===== src/include/ers_pkg.sv =====
/*
 * Constants, register map and timing figures shared by the receive
 * alignment status page. Assumes a single 100 MHz clock domain.
 */
//
// Contract
// - Bit 7 of the sync status word shows basic frame alignment, one for lost, zero for acquired.
// - Bit 6 shows signalling multiframe alignment, one for lost, zero for acquired.
// - Bit 5 shows CRC-4 multiframe alignment, one for lost, zero for acquired.
// - Bit 4 holds the E1 bit received in the last CRC-4 multiframe.
// - Bit 3 holds the E2 bit received in the last CRC-4 multiframe.
// - Bit 2 sets when CRC-4 multiframe alignment is not found within 8 ms of basic alignment.
// - A set reframe flag forces a new basic frame search if maintenance is on and auto interworking is off.
// - Bit 1 rises after basic alignment is lost for 100 ms and falls as soon as it is regained.
// - Bit 0 shows CRC-4 interworking, one for CRC-to-CRC, zero for CRC-to-non-CRC.
// - The status words sit at 10H to 1AH in the documented order, and 1BH to 1EH are unused.
package ers_pkg;

    //******************************
    // Widths
    //******************************
    localparam int unsigned ADDR_W = 5;
    localparam int unsigned IDX_W  = 4;
    localparam int unsigned DATA_W = 8;
    localparam int unsigned CNT_W  = 24;

    //******************************
    // Status page map (A4..A0)
    //******************************
    localparam logic [ADDR_W-1:0] ADDR_SYNC_STATUS   = 5'h10;
    localparam logic [ADDR_W-1:0] ADDR_RX_FRAME_AL   = 5'h11;
    localparam logic [ADDR_W-1:0] ADDR_TIMER_STATUS  = 5'h12;
    localparam logic [ADDR_W-1:0] ADDR_RX_NONFRAME   = 5'h13;
    localparam logic [ADDR_W-1:0] ADDR_RX_MULTIFRAME = 5'h14;
    localparam logic [ADDR_W-1:0] ADDR_PHASE_HIGH    = 5'h15;
    localparam logic [ADDR_W-1:0] ADDR_PHASE_LOW     = 5'h16;
    localparam logic [ADDR_W-1:0] ADDR_JITTER_BUF    = 5'h17;
    localparam logic [ADDR_W-1:0] ADDR_SIGNAL_LEVEL  = 5'h18;
    localparam logic [ADDR_W-1:0] ADDR_ALARM_ONE     = 5'h19;
    localparam logic [ADDR_W-1:0] ADDR_SPARE_CHANGE  = 5'h1A;
    localparam logic [ADDR_W-1:0] ADDR_IDENT         = 5'h1F;
    // Bit A4 selects this page within the 32-address window
    localparam int unsigned PAGE_SEL_BIT = 4;

    // Arbitrary neutral identification value
    localparam logic [DATA_W-1:0] IDENT_VALUE = 8'h5C;
    localparam logic [DATA_W-1:0] WORD_ZERO   = 8'h00;

    //******************************
    // Sync status word fields
    //******************************
    localparam int unsigned BIT_BASIC_LOSS  = 7;
    localparam int unsigned BIT_SIG_MF_LOSS = 6;
    localparam int unsigned BIT_CRC_MF_LOSS = 5;
    localparam int unsigned BIT_E_ONE       = 4;
    localparam int unsigned BIT_E_TWO       = 3;
    localparam int unsigned BIT_REFRAME     = 2;
    localparam int unsigned BIT_FRAME_ALARM = 1;
    localparam int unsigned BIT_INTERWORK   = 0;

    //******************************
    // Timing
    //******************************
    localparam int unsigned CLK_KHZ        = 100_000;
    localparam int unsigned CRC_TMO_MS     = 8;
    localparam int unsigned ALARM_MS       = 100;
    localparam int unsigned CRC_TMO_CYC    = CRC_TMO_MS * CLK_KHZ;
    localparam int unsigned ALARM_CYC      = ALARM_MS * CLK_KHZ;

endpackage : ers_pkg


===== src/design/ers_stat_mem.sv =====
/*
 * Small status page memory: one write port, one read port with the read
 * data held in a register. Assumes the writer refreshes every word.
 */
`timescale 1ns/100ps

module ers_stat_mem
    import ers_pkg::*;
(
    input  wire logic              i_clk,
    input  wire logic              i_nrst,
    input  wire logic              i_wr_en,
    input  wire logic [IDX_W-1:0]  i_wr_idx,
    input  wire logic [DATA_W-1:0] i_wr_data,
    input  wire logic              i_rd_en,
    input  wire logic              i_rd_blank,
    input  wire logic [IDX_W-1:0]  i_rd_idx,
    output logic      [DATA_W-1:0] o_rd_data
);

    logic [DATA_W-1:0] mem_r [0:(1<<IDX_W)-1];
    logic [DATA_W-1:0] q_r;

    always_ff @(posedge i_clk) begin
        if (i_wr_en) begin
            mem_r[i_wr_idx] <= i_wr_data;
        end
    end

    always_ff @(posedge i_clk or negedge i_nrst) begin
        if (!i_nrst) begin
            q_r <= WORD_ZERO;
        end else if (i_rd_en) begin
            q_r <= i_rd_blank ? WORD_ZERO : mem_r[i_rd_idx];
        end
    end

    assign o_rd_data = q_r;

endmodule // ers_stat_mem


===== src/design/ers_sync_status.sv =====
/*
 * Receive alignment status logic and read-only status page of an E1
 * framer. Assumes the framer core runs on i_clk and hands over its
 * alignment levels, E-bits and per-multiframe strobe on that clock.
 */
`timescale 1ns/100ps

module ers_sync_status
    import ers_pkg::*;
#(
    parameter int unsigned P_CRC_TMO_CYC = CRC_TMO_CYC,
    parameter int unsigned P_ALARM_CYC   = ALARM_CYC
)
(
    input  wire logic              i_clk,
    input  wire logic              i_nrst,
    // Alignment levels from the framer core
    input  wire logic              i_basic_aligned,
    input  wire logic              i_sig_mf_aligned,
    input  wire logic              i_crc_mf_aligned,
    input  wire logic              i_crc_mf_end,
    input  wire logic              i_e_bit_one,
    input  wire logic              i_e_bit_two,
    input  wire logic              i_far_end_crc4,
    // Configuration from the control page
    input  wire logic              i_maint_option,
    input  wire logic              i_auto_interwork,
    // Other live status words of the page
    input  wire logic [DATA_W-1:0] i_rx_frame_align_word,
    input  wire logic [DATA_W-1:0] i_timer_status_word,
    input  wire logic [DATA_W-1:0] i_rx_nonframe_align_word,
    input  wire logic [DATA_W-1:0] i_rx_multiframe_align_word,
    input  wire logic [DATA_W-1:0] i_phase_status_high,
    input  wire logic [DATA_W-1:0] i_phase_status_low,
    input  wire logic [DATA_W-1:0] i_jitter_buffer_status,
    input  wire logic [DATA_W-1:0] i_rx_signal_level_status,
    input  wire logic [DATA_W-1:0] i_alarm_status_one,
    input  wire logic [DATA_W-1:0] i_spare_bit_change_report,
    // Status page read port
    input  wire logic              i_rd_en,
    input  wire logic [ADDR_W-1:0] i_rd_addr,
    output logic      [DATA_W-1:0] o_rd_data,
    output logic                   o_rd_valid,
    // Direct status to the framer core
    output logic      [DATA_W-1:0] o_sync_status_word,
    output logic                   o_force_reframe
);

    //******************************
    // Local constants
    //******************************
    localparam logic [CNT_W-1:0] CRC_TMO_LAST = CNT_W'(P_CRC_TMO_CYC - 1);
    localparam logic [CNT_W-1:0] ALARM_LAST   = CNT_W'(P_ALARM_CYC - 1);
    localparam logic [CNT_W-1:0] CNT_ZERO     = 24'h00_0000;
    localparam logic [CNT_W-1:0] CNT_ONE      = 24'h00_0001;
    localparam logic [IDX_W-1:0] IDX_ONE      = 4'h1;
    localparam logic [IDX_W-1:0] IDX_ZERO     = 4'h0;

    //******************************
    // State machine for the CRC-4 search window
    //******************************
    typedef enum logic [1:0] {
        ERS_ST_NO_BASIC = 2'b00,
        ERS_ST_SEARCH   = 2'b01,
        ERS_ST_TIMEOUT  = 2'b10,
        ERS_ST_CRC_OK   = 2'b11
    } ers_crc_st_e;

    // Saturating step of a persistence counter
    function automatic logic [CNT_W-1:0] ers_step(
        input logic [CNT_W-1:0] cnt,
        input logic [CNT_W-1:0] last
    );
        ers_step = (cnt == last) ? cnt : cnt + CNT_ONE;
    endfunction

    //******************************
    // Declarations
    //******************************
    ers_crc_st_e       crc_st_r;
    ers_crc_st_e       crc_st_nxt;
    logic [CNT_W-1:0]  crc_cnt_r;
    logic [CNT_W-1:0]  crc_cnt_nxt;
    logic [CNT_W-1:0]  loss_cnt_r;
    logic [CNT_W-1:0]  loss_cnt_nxt;
    logic              basic_loss_r;
    logic              sig_mf_loss_r;
    logic              crc_mf_loss_r;
    logic              received_e_bit_one_r;
    logic              received_e_bit_two_r;
    logic              crc4_reframe_flag_r;
    logic              crc4_reframe_flag_nxt;
    logic              frame_loss_alarm_r;
    logic              frame_loss_alarm_nxt;
    logic              crc4_interworking_state_r;
    logic              force_reframe_r;
    logic              rd_valid_r;
    logic [IDX_W-1:0]  scan_r;
    logic [DATA_W-1:0] scan_word;
    logic [DATA_W-1:0] sync_word;
    wire               crc_timeout;
    wire               alarm_reached;
    wire               reframe_set;
    wire               reframe_clear;
    wire               reframe_allowed;
    wire               rd_off_page;

    //******************************
    // Alignment levels
    //******************************
    always_ff @(posedge i_clk or negedge i_nrst) begin
        if (!i_nrst) begin
            basic_loss_r              <= 1'b1;
            sig_mf_loss_r             <= 1'b1;
            crc_mf_loss_r             <= 1'b1;
            crc4_interworking_state_r <= 1'b0;
        end else begin
            basic_loss_r              <= ~i_basic_aligned;
            sig_mf_loss_r             <= ~i_sig_mf_aligned;
            crc_mf_loss_r             <= ~i_crc_mf_aligned;
            crc4_interworking_state_r <= i_far_end_crc4;
        end
    end

    //******************************
    // Received E-bits
    //******************************
    // Captured only at the multiframe boundary so software never sees a
    // mix of two multiframes
    always_ff @(posedge i_clk or negedge i_nrst) begin
        if (!i_nrst) begin
            received_e_bit_one_r <= 1'b0;
            received_e_bit_two_r <= 1'b0;
        end else if (i_crc_mf_end) begin
            received_e_bit_one_r <= i_e_bit_one;
            received_e_bit_two_r <= i_e_bit_two;
        end
    end

    //******************************
    // CRC-4 search window and reframe
    //******************************
    assign crc_timeout = (crc_st_r == ERS_ST_SEARCH) && (crc_cnt_r == CRC_TMO_LAST);

    always_comb begin
        crc_st_nxt  = crc_st_r;
        crc_cnt_nxt = crc_cnt_r;
        case (crc_st_r)
            ERS_ST_NO_BASIC: begin
                crc_cnt_nxt = CNT_ZERO;
                if (i_basic_aligned) begin
                    crc_st_nxt = ERS_ST_SEARCH;
                end
            end
            ERS_ST_SEARCH: begin
                crc_cnt_nxt = ers_step(crc_cnt_r, CRC_TMO_LAST);
                if (!i_basic_aligned) begin
                    crc_st_nxt = ERS_ST_NO_BASIC;
                end else if (i_crc_mf_aligned) begin
                    crc_st_nxt = ERS_ST_CRC_OK;
                end else if (crc_timeout) begin
                    crc_st_nxt = ERS_ST_TIMEOUT;
                end
            end
            ERS_ST_TIMEOUT: begin
                crc_cnt_nxt = CNT_ZERO;
                if (!i_basic_aligned) begin
                    crc_st_nxt = ERS_ST_NO_BASIC;
                end else if (i_crc_mf_aligned) begin
                    crc_st_nxt = ERS_ST_CRC_OK;
                end
            end
            ERS_ST_CRC_OK: begin
                crc_cnt_nxt = CNT_ZERO;
                if (!i_basic_aligned) begin
                    crc_st_nxt = ERS_ST_NO_BASIC;
                end else if (!i_crc_mf_aligned) begin
                    crc_st_nxt = ERS_ST_SEARCH;
                end
            end
            default: begin
                crc_st_nxt  = ERS_ST_NO_BASIC;
                crc_cnt_nxt = CNT_ZERO;
            end
        endcase
    end

    // Flag holds until CRC-4 alignment is found or basic alignment drops;
    // a clear in the same cycle as a timeout wins
    assign reframe_set     = crc_timeout && !i_crc_mf_aligned && i_basic_aligned;
    assign reframe_clear   = i_crc_mf_aligned || !i_basic_aligned;
    assign reframe_allowed = i_maint_option && !i_auto_interwork;

    always_comb begin
        crc4_reframe_flag_nxt = crc4_reframe_flag_r;
        if (reframe_set) begin
            crc4_reframe_flag_nxt = 1'b1;
        end else if (reframe_clear) begin
            crc4_reframe_flag_nxt = 1'b0;
        end
    end

    always_ff @(posedge i_clk or negedge i_nrst) begin
        if (!i_nrst) begin
            crc_st_r            <= ERS_ST_NO_BASIC;
            crc_cnt_r           <= CNT_ZERO;
            crc4_reframe_flag_r <= 1'b0;
            force_reframe_r     <= 1'b0;
        end else begin
            crc_st_r            <= crc_st_nxt;
            crc_cnt_r           <= crc_cnt_nxt;
            crc4_reframe_flag_r <= crc4_reframe_flag_nxt;
            force_reframe_r     <= reframe_set && reframe_allowed;
        end
    end

    //******************************
    // Frame loss alarm
    //******************************
    // Counter restarts on every regain, so short glitches of alignment
    // never accumulate towards the alarm
    assign alarm_reached = (loss_cnt_r == ALARM_LAST) && !i_basic_aligned;

    always_comb begin
        loss_cnt_nxt         = CNT_ZERO;
        frame_loss_alarm_nxt = 1'b0;
        if (!i_basic_aligned) begin
            loss_cnt_nxt         = ers_step(loss_cnt_r, ALARM_LAST);
            frame_loss_alarm_nxt = frame_loss_alarm_r || alarm_reached;
        end
    end

    always_ff @(posedge i_clk or negedge i_nrst) begin
        if (!i_nrst) begin
            loss_cnt_r         <= CNT_ZERO;
            frame_loss_alarm_r <= 1'b0;
        end else begin
            loss_cnt_r         <= loss_cnt_nxt;
            frame_loss_alarm_r <= frame_loss_alarm_nxt;
        end
    end

    //******************************
    // Synchronization status word
    //******************************
    always_comb begin
        sync_word                  = WORD_ZERO;
        sync_word[BIT_BASIC_LOSS]  = basic_loss_r;
        sync_word[BIT_SIG_MF_LOSS] = sig_mf_loss_r;
        sync_word[BIT_CRC_MF_LOSS] = crc_mf_loss_r;
        sync_word[BIT_E_ONE]       = received_e_bit_one_r;
        sync_word[BIT_E_TWO]       = received_e_bit_two_r;
        sync_word[BIT_REFRAME]     = crc4_reframe_flag_r;
        sync_word[BIT_FRAME_ALARM] = frame_loss_alarm_r;
        sync_word[BIT_INTERWORK]   = crc4_interworking_state_r;
    end

    //******************************
    // Page refresh scan
    //******************************
    // One word is refreshed per cycle; a read may see a word up to
    // sixteen cycles old, which is far below any framing event rate
    always_comb begin
        case ({1'b1, scan_r})
            ADDR_SYNC_STATUS:   scan_word = sync_word;
            ADDR_RX_FRAME_AL:   scan_word = i_rx_frame_align_word;
            ADDR_TIMER_STATUS:  scan_word = i_timer_status_word;
            ADDR_RX_NONFRAME:   scan_word = i_rx_nonframe_align_word;
            ADDR_RX_MULTIFRAME: scan_word = i_rx_multiframe_align_word;
            ADDR_PHASE_HIGH:    scan_word = i_phase_status_high;
            ADDR_PHASE_LOW:     scan_word = i_phase_status_low;
            ADDR_JITTER_BUF:    scan_word = i_jitter_buffer_status;
            ADDR_SIGNAL_LEVEL:  scan_word = i_rx_signal_level_status;
            ADDR_ALARM_ONE:     scan_word = i_alarm_status_one;
            ADDR_SPARE_CHANGE:  scan_word = i_spare_bit_change_report;
            ADDR_IDENT:         scan_word = IDENT_VALUE;
            default:            scan_word = WORD_ZERO;
        endcase
    end

    always_ff @(posedge i_clk or negedge i_nrst) begin
        if (!i_nrst) begin
            scan_r <= IDX_ZERO;
        end else begin
            scan_r <= scan_r + IDX_ONE;
        end
    end

    //******************************
    // Read port
    //******************************
    // Software has no write path into the page; only the refresh scan writes it
    assign rd_off_page = !i_rd_addr[PAGE_SEL_BIT];

    ers_stat_mem u_stat_mem (
        .i_clk      (i_clk),
        .i_nrst     (i_nrst),
        .i_wr_en    (1'b1),
        .i_wr_idx   (scan_r),
        .i_wr_data  (scan_word),
        .i_rd_en    (i_rd_en),
        .i_rd_blank (rd_off_page),
        .i_rd_idx   (i_rd_addr[IDX_W-1:0]),
        .o_rd_data  (o_rd_data)
    );

    always_ff @(posedge i_clk or negedge i_nrst) begin
        if (!i_nrst) begin
            rd_valid_r <= 1'b0;
        end else begin
            rd_valid_r <= i_rd_en;
        end
    end

    //******************************
    // Outputs
    //******************************
    assign o_rd_valid         = rd_valid_r;
    assign o_sync_status_word = sync_word;
    assign o_force_reframe    = force_reframe_r;

endmodule // ers_sync_status


===== config.mk =====
export PLATFORM = sky130hd
export DESIGN_NAME = ers_sync_status
export DESIGN_NICKNAME = d
export VERILOG_FILES = /design/src/include/ers_pkg.sv /design/src/design/ers_stat_mem.sv /design/src/design/ers_sync_status.sv
export SDC_FILE = /design/constraint.sdc
export NUM_CORES = 1
export LEC_CHECK = 0
export ABC_AREA = 0
export BUFFER_PORTS_ARGS = -buffer_cell sky130_fd_sc_hd__buf_2
export CAP_MARGIN = 25
export CELL_PAD_IN_SITES_DETAIL_PLACEMENT = 0
export CELL_PAD_IN_SITES_GLOBAL_PLACEMENT = 1
export CORE_ASPECT_RATIO = 0.7
export CORE_UTILIZATION = 47
export CTS_CLUSTER_SIZE = 12
export DETAILED_ROUTE_END_ITERATION = 10
export MAX_ROUTING_LAYER = met4
export PLACE_DENSITY_LB_ADDON = 0.1
export SLEW_MARGIN = 40
export SYNTH_ARGS = -nofsm -noshare
export SYNTH_HDL_FRONTEND = slang
export SYNTH_HIERARCHICAL = 1
export SYNTH_SLANG_ARGS = --single-unit

===== constraint.sdc =====
create_clock -name i_clk -period 3.5 [get_ports i_clk]
set_input_delay 0.7 -clock i_clk [delete_from_list [all_inputs] [get_ports i_clk]]
set_output_delay 0.7 -clock i_clk [all_outputs]
set_load 0.05 [all_outputs]

==> flow_summary_export.csv, run 1 <==
group,metric,value,unit
yosys,synth_area_leaders,"edfxtp_1, dfrtp_1, mux2i_1",
yosys,synth_simple_gate_area_frac,0.139,
worst_setup_path,reg2reg_depth,7,
yosys,synth-edff-count,128,
worst_setup_path,setup.worst_path.start,"scan_r[0]$_DFF_PN0_",
status,status,"finished, final reports clean",
worst_setup_path,r2r-start,"scan_r[0]$_DFF_PN0_",
die,boundaryPins,115,
global_route,grt_overflow,0,
clock_network,cts.clk_slew.worst_paths,0.08,ns
clock_network,ctsRootBufferMaster,"clkbuf_16",
timing,tns,0,ns
timing,slew_viol_final,0,
timing,max_freq,374,MHz
route,routedWlPerCell,19.9,µm
die,rows,42,
clock_network,post_cts_resize_count,0,
yosys,yosysUniqueCellTypes,63,
placement,dp_hpwl,15100,µm
die,dieArea,20500,µm²
timing,fin_crit_sh,0.763,
timing,skew,0.0146,ns
power_and_ir_drop,power_per_cell_area,448,nW/µm²
clock_network,cts_tree,"done",
final_layout,nets,969,
route,firstDrtPassIters,9,
timing,min_period,2.67,ns
yosys,synthAdderAreaFrac,0.00801,
timing,finalHoldViolCount,0,
route,drc,0,
yosys,synth_compound_area_frac,0.115,
global_route,grt_pass1_wl,35800,µm
worst_setup_path,crit_chain,"inv_1, ha_1, buf_4, a22o_1, a221oi_1, o21ai_0, and3_1",
worst_setup_path,reg2reg_to,"u_stat_mem/mem_r[6][1]$_DFFE_PP_",
die,coreArea,19200,µm²
global_route,grt_max_degree,36,
yosys,synth_largest_area_cell,"edfxtp_1",
yosys,async_reset_ff_frac,0.360,
die,die_w,171,µm
timing,rsz0062_at_grt,"false",
flow_run,maxCapViolCount,0,
global_route,grt_usage,0.241,
clock_network,htreeDepth,4,
clock_network,cts_num_sinks,200,
timing,worst_slew_pin_slew,0.848,ns
timing,max_slew_margin,0.434,
yosys,synth.avg_cell_area,12.4,µm²
worst_setup_path,required,3.59,ns
worst_setup_path,cp.arrival,2.76,ns
worst_setup_path,endpoint_kind,"flop",
global_route,grt_antenna_before_repair,0,
route,ant_nets,0,
final_layout,n_fill_cell,1619,
yosys,yosysWarnings,6,
worst_setup_path,cp_max_fo,16,
route,viasPerCell,5.80,
clock_network,postCtsSetupBuffers,0,
yosys,yosys_most_used_dff,"edfxtp_1",
route,first_iter_violations,555,
yosys,yosysSeqAreaShare,0.603,
clock_network,clk_latency,0.43,ns
final_layout,layout-drive-gt1-share,0.232,
clock_network,cts_buffers,17,
clock_network,cts_hold_buf,0,
worst_setup_path,slowest_delay,0.57,ns
yosys,yosysTopAreaCellShare,0.410,
power_and_ir_drop,ir_drop,0.000344,V
placement,place.port_buffers,114,
worst_setup_path,slowest_stage,"dfrtp_1",
clock_network,cts_buffer_depth,2,
final_layout,antenna_cells,0,
power_and_ir_drop,p_leak,4.24,nW
worst_hold_path,min_path_type,"primary input to async pin",
yosys,synth_top_family_by_area,"simple AND/OR/NAND/NOR gates",
worst_setup_path,critPathKind,"flop to flop",
yosys,synth_area,9370,µm²
final_layout,syn2layout_area_growth,15.3,%
timing,setup_violations,0,
yosys,ys_ff_latch,200,
die,die_h,120,µm
global_route,grt_pass1_vias,6405,
yosys,netlist_instances,755,
worst_setup_path,r2r_slack,0.83,ns
placement,place_congestion,0.906,
worst_setup_path,crit_path_start_kind,"flop",
route,drt-total-wl,22800,µm
final_layout,post-route-util,0.562,
yosys,synth_xor_area_frac,0.0122,
die,start_util,0.487,
worst_setup_path,crit_end,"u_stat_mem/mem_r[6][1]$_DFFE_PP_",
yosys,muxShareOfSynthArea,0.0827,
route,via_count,6633,
## registers in the layout, summed over array words and instances, names as in the netlist, 2 cells and up
register,cells
u_stat_mem/mem_r,128
crc_cnt_r,24
loss_cnt_r,24
u_stat_mem/o_rd_data,8
scan_r,4
crc_st_r,2
## stage by stage
stage	instance area (µm²)	worst slack [ns]	power [W]	std cells	hold slack [ns]
after floorplan	9380	1.08	0.00283	758	0.404
final	10800	0.829	0.00484	1143	0.181
after detailed placement	10200	0.825	0.00296	1111	0.473
after global placement	10200	0.702	0.00296	1111	0.466
after CTS	10800	0.811	0.00487	1143	0.189
after global routing	10800	0.633	0.00500	1143	0.189
## final cells by class
cell class / count / area [µm²] / share of cell area
timing repair buffer: 142 / 798 / 0.0739
inverter: 11 / 41.3 / 0.00382
clock inverter: 14 / 148 / 0.0137
clock buffer: 18 / 439 / 0.0406
multi-input combinational: 494 / 3400 / 0.315
tap: 264 / 330 / 0.0306
sequential: 200 / 5650 / 0.523
## worst max-delay path: cells and delay by family, from the launching register on
kind | cells | cell delay, ns
buf+inv | 2 | 0.41
simple gates | 1 | 0.40
compound gates | 3 | 0.52
fa+ha+maj | 1 | 0.43
flops | 1 | 0.57
## logic make-up (layout without fill, tap and decap cells)
group / after synthesis / in the layout
XOR/XNOR: 13 / 13
buffers and inverters: 64 / 185
other: 1 / 4
adder cells (fa/ha/maj): 6 / 6
multiplexers: 76 / 76
AND/OR/NAND/NOR: 234 / 234
flip-flops: 200 / 200
AO/OA/AOI/OAI: 161 / 161
## how the worst min path moves through the flow
stage	from	end
after floorplan	i_nrst	crc4_interworking_state_r$_DFF_PN0_
final	i_nrst	received_e_bit_two_r$_DFFE_PN0P_
after global placement	u_stat_mem/o_rd_data[6]$_DFFE_PN0P_	u_stat_mem/o_rd_data[6]$_DFFE_PN0P_
after detailed placement	u_stat_mem/o_rd_data[6]$_DFFE_PN0P_	u_stat_mem/o_rd_data[6]$_DFFE_PN0P_
after global routing	i_nrst	received_e_bit_two_r$_DFFE_PN0P_
after CTS	i_nrst	received_e_bit_two_r$_DFFE_PN0P_
## layout by cell type, fill, tap and decap left out, types with 4 or more instances in the layout
cell,n
and4_1,11
and3_1,9
nand3_1,46
or4_1,11
nor2b_1,11
dfrtp_1,69
mux2_2,11
inv_1,11
edfxtp_1,128
ha_1,5
a31oi_1,5
buf_4,29
o31ai_1,10
nand2b_1,11
o21ai_0,28
buf_2,112
mux2i_1,65
conb_1,4
nor2_1,36
nor3_1,4
nand4_1,13
inv_8,5
a22oi_1,43
a222oi_1,11
xor2_1,9
inv_6,4
a21oi_1,42
nand2_1,46
xnor2_1,4
clkbuf_16,17
or3_1,6
## power breakdown
| group | internal, W | leakage, nW | switching, W |
|---|---|---|---|
| Sequential | 0.00254 | 2.12 | 0.0000229 |
| Clock | 0.000976 | 0.283 | 0.000948 |
| Combinational | 0.000125 | 1.83 | 0.000220 |
| Total | 0.00365 | 4.24 | 0.00119 |
## routing by layer
layer / global-route usage / wire length (µm) / up-vias
met5: - / 0 / -
met4: 0.0597 / 208 / 0
met3: 0.0386 / 1140 / 19
met2: 0.353 / 10300 / 162
met1: 0.350 / 11100 / 3335
li1: - / - / 3117
## cell usage after synthesis, drive strengths merged (12+ instances only)
cell,number
nand3,46
dfrtp,69
or4,12
nor2,38
nand2,47
clkbuf,26
buf,27
nand2b,12
nand4,13
nor2b,12
a21oi,42
mux2i,65
a22oi,43
edfxtp,128
o21ai,32
Power figures use the tool's default switching activity.
==> inputs of run 2 (changes only) <==
==> constraint.sdc (replaced) <==
create_clock -name i_clk -period 2.8 [get_ports i_clk]
set_input_delay 0.56 -clock i_clk [delete_from_list [all_inputs] [get_ports i_clk]]
set_output_delay 0.56 -clock i_clk [all_outputs]
set_load 0.05 [all_outputs]
==> run 2 against run 1 <==
  * Cell count increased by 1.1%
  * Die area unchanged
  * Highest routed layer unchanged
  * Critical path depth increased by 1
  * First-iteration DRC count increased by 13%
  * Count of clock-buffer cells in the layout decreased by 1
  * Global-route usage increased by 0.42 points
  * Register-to-register slack got worse by 0.42 ns
  * Combinational power increased by 27%
  * Wire length increased by 1.1%
  * Total power increased by 27%
==> flow_summary_export.csv, run 2 (synthesis results as in run 1) <==
group,metric,value,unit
final_layout,nets,982,
worst_setup_path,r2r_slack,0.41,ns
route,first_iter_violations,627,
timing,rsz0062_at_grt,"false",
final_layout,antenna_cells,0,
worst_setup_path,setup.worst_path.start,"scan_r[0]$_DFF_PN0_",
final_layout,seq_area,5650,µm²
worst_setup_path,cp.arrival,2.56,ns
clock_network,post_cts_resize_count,0,
die,die_h,120,µm
worst_setup_path,r2r-start,"scan_r[0]$_DFF_PN0_",
clock_network,clk_latency,0.43,ns
power_and_ir_drop,p_total,0.00614,W
timing,slew_viol_final,0,
worst_setup_path,endpoint_kind,"flop",
route,routedWlPerCell,19.9,µm
global_route,grt_pass1_vias,6510,
die,start_util,0.487,
power_and_ir_drop,p_sw_frac,0.246,
timing,fin_crit_sh,0.854,
final_layout,final_cell_mix,"edfxtp_1, buf_2, dfrtp_1",
power_and_ir_drop,power_per_cell_area,564,nW/µm²
final_layout,syn2layout_area_growth,16.3,%
global_route,grt_usage,0.245,
final_layout,layout_commonest_cell,"edfxtp_1",
worst_setup_path,reg2reg_depth,8,
timing,worst_slew_pin_slew,0.726,ns
clock_network,cts_buffer_depth,2,
placement,place_congestion,0.876,
worst_hold_path,min_path_type,"primary input to async pin",
clock_network,ctsRootBufferMaster,"clkbuf_16",
die,dieArea,20500,µm²
die,die_w,171,µm
power_and_ir_drop,seqPwrFrac,0.523,
clock_network,cts_num_sinks,200,
timing,max_freq,418,MHz
clock_network,cts_tree,"done",
route,firstDrtPassIters,5,
clock_network,cts.clk_slew.worst_paths,0.08,ns
clock_network,cts_hold_buf,0,
timing,setup_violations,0,
timing,min_period,2.39,ns
flow_run,maxCapViolCount,0,
power_and_ir_drop,ir_drop,0.000389,V
route,ant_nets,0,
timing,skew,0.00882,ns
status,status,"finished, final reports clean",
final_layout,reg_top3,"u_stat_mem/mem_r x128, crc_cnt_r x24, loss_cnt_r x24",
timing,tns,0,ns
route,drc,0,
clock_network,postCtsSetupBuffers,0,
global_route,grt_antenna_before_repair,0,
power_and_ir_drop,p_clk_frac,0.406,
placement,dp_hpwl,15300,µm
placement,place.port_buffers,114,
worst_setup_path,required,2.97,ns
route,drt-total-wl,23000,µm
timing,finalHoldViolCount,0,
final_layout,n_fill_cell,1610,
route,via_count,6768,
timing,max_slew_margin,0.515,
power_and_ir_drop,power_frac_comb,0.071,
global_route,grt_pass1_wl,36300,µm
final_layout,largest-register,"u_stat_mem/mem_r",
final_layout,layout-drive-gt1-share,0.239,
power_and_ir_drop,p_int,0.00463,W
die,rows,42,
worst_setup_path,crit_path_start_kind,"flop",
global_route,grt_overflow,0,
die,boundaryPins,115,
clock_network,cts_buffers,17,
route,viasPerCell,5.85,
worst_setup_path,critPathKind,"flop to flop",
power_and_ir_drop,p_leak,4.31,nW
final_layout,multi_input_area,3370,µm²
global_route,grt_max_degree,44,
worst_setup_path,cp_max_fo,16,
die,coreArea,19200,µm²
final_layout,largest_reg_flops,128,
clock_network,htreeDepth,4,
power_and_ir_drop,switchingPower,0.00151,W
worst_setup_path,reg2reg_to,"u_stat_mem/mem_r[11][3]$_DFFE_PP_",
run 2: final cells by class:
type	instances	area share
inverter	11	0.00379
clock buffer	17	0.0391
sequential	200	0.519
multi-input combinational	494	0.309
timing repair buffer	155	0.0823
clock inverter	15	0.0169
tap	264	0.0303
run 2: metal layers:
metal,share of wire,GRT usage,vias to the layer above
met4,0.012,0.0648,0
met1,0.48,0.348,3387
li1,-,-,3145
met5,0,-,-
met3,0.059,0.0416,19
met2,0.45,0.365,217
run 2: worst max path at each step:
stage	end	slack [ns]
2_1_floorplan	u_stat_mem/mem_r[0][4]$_DFFE_PP_	0.38
6_report	u_stat_mem/mem_r[11][3]$_DFFE_PP_	0.41
5_1_grt	u_stat_mem/mem_r[11][3]$_DFFE_PP_	0.21
4_1_cts	u_stat_mem/mem_r[7][2]$_DFFE_PP_	0.39
3_3_place_gp	u_stat_mem/mem_r[12][0]$_DFFE_PP_	0.45
3_5_place_dp	u_stat_mem/mem_r[0][2]$_DFFE_PP_	0.41
run 2: metrics by stage:
step                      hold WS [ns]   util  std cells  setup slack (ns)  area [µm²]
after floorplan                  0.264      -        758             0.384        9380
after global placement           0.471  0.534       1124             0.448       10300
after detailed placement         0.468  0.535       1124             0.411       10300
after CTS                        0.159  0.566       1156             0.394       10900
after global routing             0.171  0.566       1156             0.210       10900
final                            0.138  0.566       1156             0.409       10900
run 2: critical path, cell delays in order (launching register included):
cell      delay, ns
dfrtp_1        0.52
inv_1          0.13
ha_1           0.35
buf_4          0.24
a222oi_1       0.39
nand2_1        0.09
o21ai_0        0.09
o21ai_0        0.09
buf_4          0.22
run 2: power by group through the flow:
stage	Clock [W]	Combinational (W)	Sequential, W
floorplan	0	0.000225	0.00331
global placement	0	0.000432	0.00327
detailed placement	0	0.000440	0.00327
CTS	0.00254	0.000441	0.00321
global route	0.00266	0.000477	0.00321
finish	0.00249	0.000439	0.00321
==> inputs of run 3 (changes only) <==
--- a/config.mk
+++ b/config.mk
@@ -11,7 +11,7 @@
 export CELL_PAD_IN_SITES_DETAIL_PLACEMENT = 0
 export CELL_PAD_IN_SITES_GLOBAL_PLACEMENT = 1
 export CORE_ASPECT_RATIO = 0.7
-export CORE_UTILIZATION = 47
+export CORE_UTILIZATION = 45
 export CTS_CLUSTER_SIZE = 12
 export DETAILED_ROUTE_END_ITERATION = 10
 export MAX_ROUTING_LAYER = met4
==> run 3 against run 2 <==
  * Non-clock buffer count shrank 7
  * Via count decreased by 0.52%
  * Worst hold slack got worse by 0.0091 ns
  * Cell count is essentially flat
  * Clock skew grew 0.0052 ns
  * Final area is 0.64% lower
  * Critical path depth down 2
  * Worst setup slack got worse by 0.045 ns
  * Register-to-register slack lost 0.04 ns
  * Sequential share of layout area is 0.34 points higher
  * Count of clock-buffer cells in the layout up 1
  * Critical path type unchanged
  * Highest routed layer unchanged
==> flow_summary_export.csv, run 3 (synthesis results as in run 1) <==
group,metric,value,unit
timing,fin_crit_sh,0.870,
worst_setup_path,reg2reg_depth,6,
power_and_ir_drop,power_per_cell_area,558,nW/µm²
global_route,grt_pass1_wl,36200,µm
power_and_ir_drop,ir_drop,0.000390,V
clock_network,cts.clk_slew.worst_paths,0.07,ns
global_route,grt_usage,0.238,
die,start_util,0.466,
die,die_w,174,µm
route,viasPerCell,5.83,
clock_network,cts_hold_buf,0,
clock_network,cts_buffers,17,
final_layout,post-route-util,0.538,
route,drt-total-wl,24100,µm
placement,dp_hpwl,16600,µm
global_route,grt_pass1_vias,6254,
placement,place_congestion,0.983,
final_layout,n_fill_cell,1718,
route,via_count,6733,
clock_network,postCtsSetupBuffers,0,
die,die_h,123,µm
timing,skew,0.0141,ns
final_layout,final_cell_mix,"edfxtp_1, buf_2, dfrtp_1",
worst_setup_path,r2r-start,"scan_r[0]$_DFF_PN0_",
clock_network,ctsRootBufferMaster,"clkbuf_16",
timing,slew_viol_final,0,
worst_setup_path,cp_max_fo,16,
clock_network,clk_latency,0.44,ns
global_route,grt_overflow,0,
timing,max_freq,411,MHz
timing,rsz0062_at_grt,"false",
clock_network,cts_num_sinks,200,
placement,place.port_buffers,114,
flow_run,maxCapViolCount,0,
clock_network,htreeDepth,4,
route,ant_nets,0,
final_layout,largest-register,"u_stat_mem/mem_r",
worst_setup_path,cp.arrival,2.53,ns
worst_hold_path,min_path_type,"primary input to async pin",
clock_network,cts_buffer_depth,2,
final_layout,largest_reg_flops,128,
die,dieArea,21400,µm²
timing,min_period,2.44,ns
route,routedWlPerCell,20.8,µm
final_layout,reg_top3,"u_stat_mem/mem_r x128, crc_cnt_r x24, loss_cnt_r x24",
worst_setup_path,reg2reg_to,"u_stat_mem/mem_r[5][5]$_DFFE_PP_",
worst_setup_path,r2r_slack,0.36,ns
timing,finalHoldViolCount,0,
clock_network,cts_tree,"done",
timing,worst_slew_pin_slew,0.765,ns
worst_setup_path,crit_path_start_kind,"flop",
final_layout,layout-drive-gt1-share,0.228,
final_layout,syn2layout_area_growth,15.5,%
final_layout,antenna_cells,0,
die,rows,43,
worst_setup_path,endpoint_kind,"flop",
final_layout,nets,975,
power_and_ir_drop,p_total,0.00604,W
route,firstDrtPassIters,6,
power_and_ir_drop,p_leak,4.26,nW
worst_setup_path,critPathKind,"flop to flop",
placement,placed_cells_incl_taps,1123,
die,coreArea,20100,µm²
route,drc,0,
worst_setup_path,required,2.90,ns
final_layout,seq_area,5650,µm²
status,status,"finished, final reports clean",
final_layout,final_cells,1155,
final_layout,layout_commonest_cell,"edfxtp_1",
global_route,grt_max_degree,73,
global_route,grt_antenna_before_repair,0,
placement,dpl_worst_slack,0.250,ns
timing,worst_slack,0.364,ns
route,first_iter_violations,532,
timing,setup_violations,0,
timing,max_slew_margin,0.489,
clock_network,post_cts_resize_count,0,
die,boundaryPins,115,
final_layout,multi_input_area,3360,µm²
timing,tns,0,ns
## run 3: changes by cell type in the layout (fill, tap and decap cells not counted), sizes merged
| cell | delta |
|---|---|
| inv | -2 |
| clkbuf | +1 |
| buf | -7 |
| clkinvlp | -1 |
| clkinv | +2 |
## run 3: per-layer routing
layer / global-route usage / vias up / wire (µm)
met1: 0.349 / 3311 / 11700
met5: - / - / 0
met2: 0.344 / 277 / 10400
met4: 0.0581 / 0 / 311
li1: - / 3121 / -
met3: 0.0397 / 24 / 1690
## run 3: through the flow
stage | hold WS, ns | area (µm²)
CTS | 0.189 | 10800
floorplan | 0.264 | 9380
global route | 0.190 | 10800
finish | 0.129 | 10800
detailed placement | 0.474 | 10200
global placement | 0.467 | 10200
## run 3: how the worst max path moves through the flow
| stage | from | endpoint | slack [ns] |
|---|---|---|---|
| 6_report | scan_r[0]$_DFF_PN0_ | u_stat_mem/mem_r[5][5]$_DFFE_PP_ | 0.36 |
| 2_1_floorplan | scan_r[0]$_DFF_PN0_ | u_stat_mem/mem_r[0][4]$_DFFE_PP_ | 0.38 |
| 3_5_place_dp | scan_r[1]$_DFF_PN0_ | u_stat_mem/mem_r[11][2]$_DFFE_PP_ | 0.25 |
| 4_1_cts | scan_r[1]$_DFF_PN0_ | u_stat_mem/mem_r[11][2]$_DFFE_PP_ | 0.24 |
| 3_3_place_gp | scan_r[1]$_DFF_PN0_ | u_stat_mem/mem_r[10][2]$_DFFE_PP_ | 0.45 |
| 5_1_grt | scan_r[0]$_DFF_PN0_ | u_stat_mem/mem_r[5][5]$_DFFE_PP_ | 0.14 |
## run 3: final cells by class
cell class / instances / area share
Inverter: 11 / 0.00382
Timing Repair Buffer: 148 / 0.0794
Clock inverter: 14 / 0.0131
Multi-Input combinational cell: 494 / 0.311
Sequential cell: 200 / 0.522
Tap cell: 270 / 0.0312
Clock buffer: 18 / 0.0397
## run 3: report_power, final
group	internal (W)	switching (W)	leakage [nW]
Combinational	0.000160	0.000285	1.86
Sequential	0.00318	0.0000318	2.12
Clock	0.00125	0.00112	0.280
## run 3: critical path, cell delays in order (launching register included)
cell      delay, ns
dfrtp_1        0.52
inv_1          0.13
ha_1           0.42
a22o_1         0.26
a221oi_1       0.24
o21ai_0        0.11
and3_1         0.41
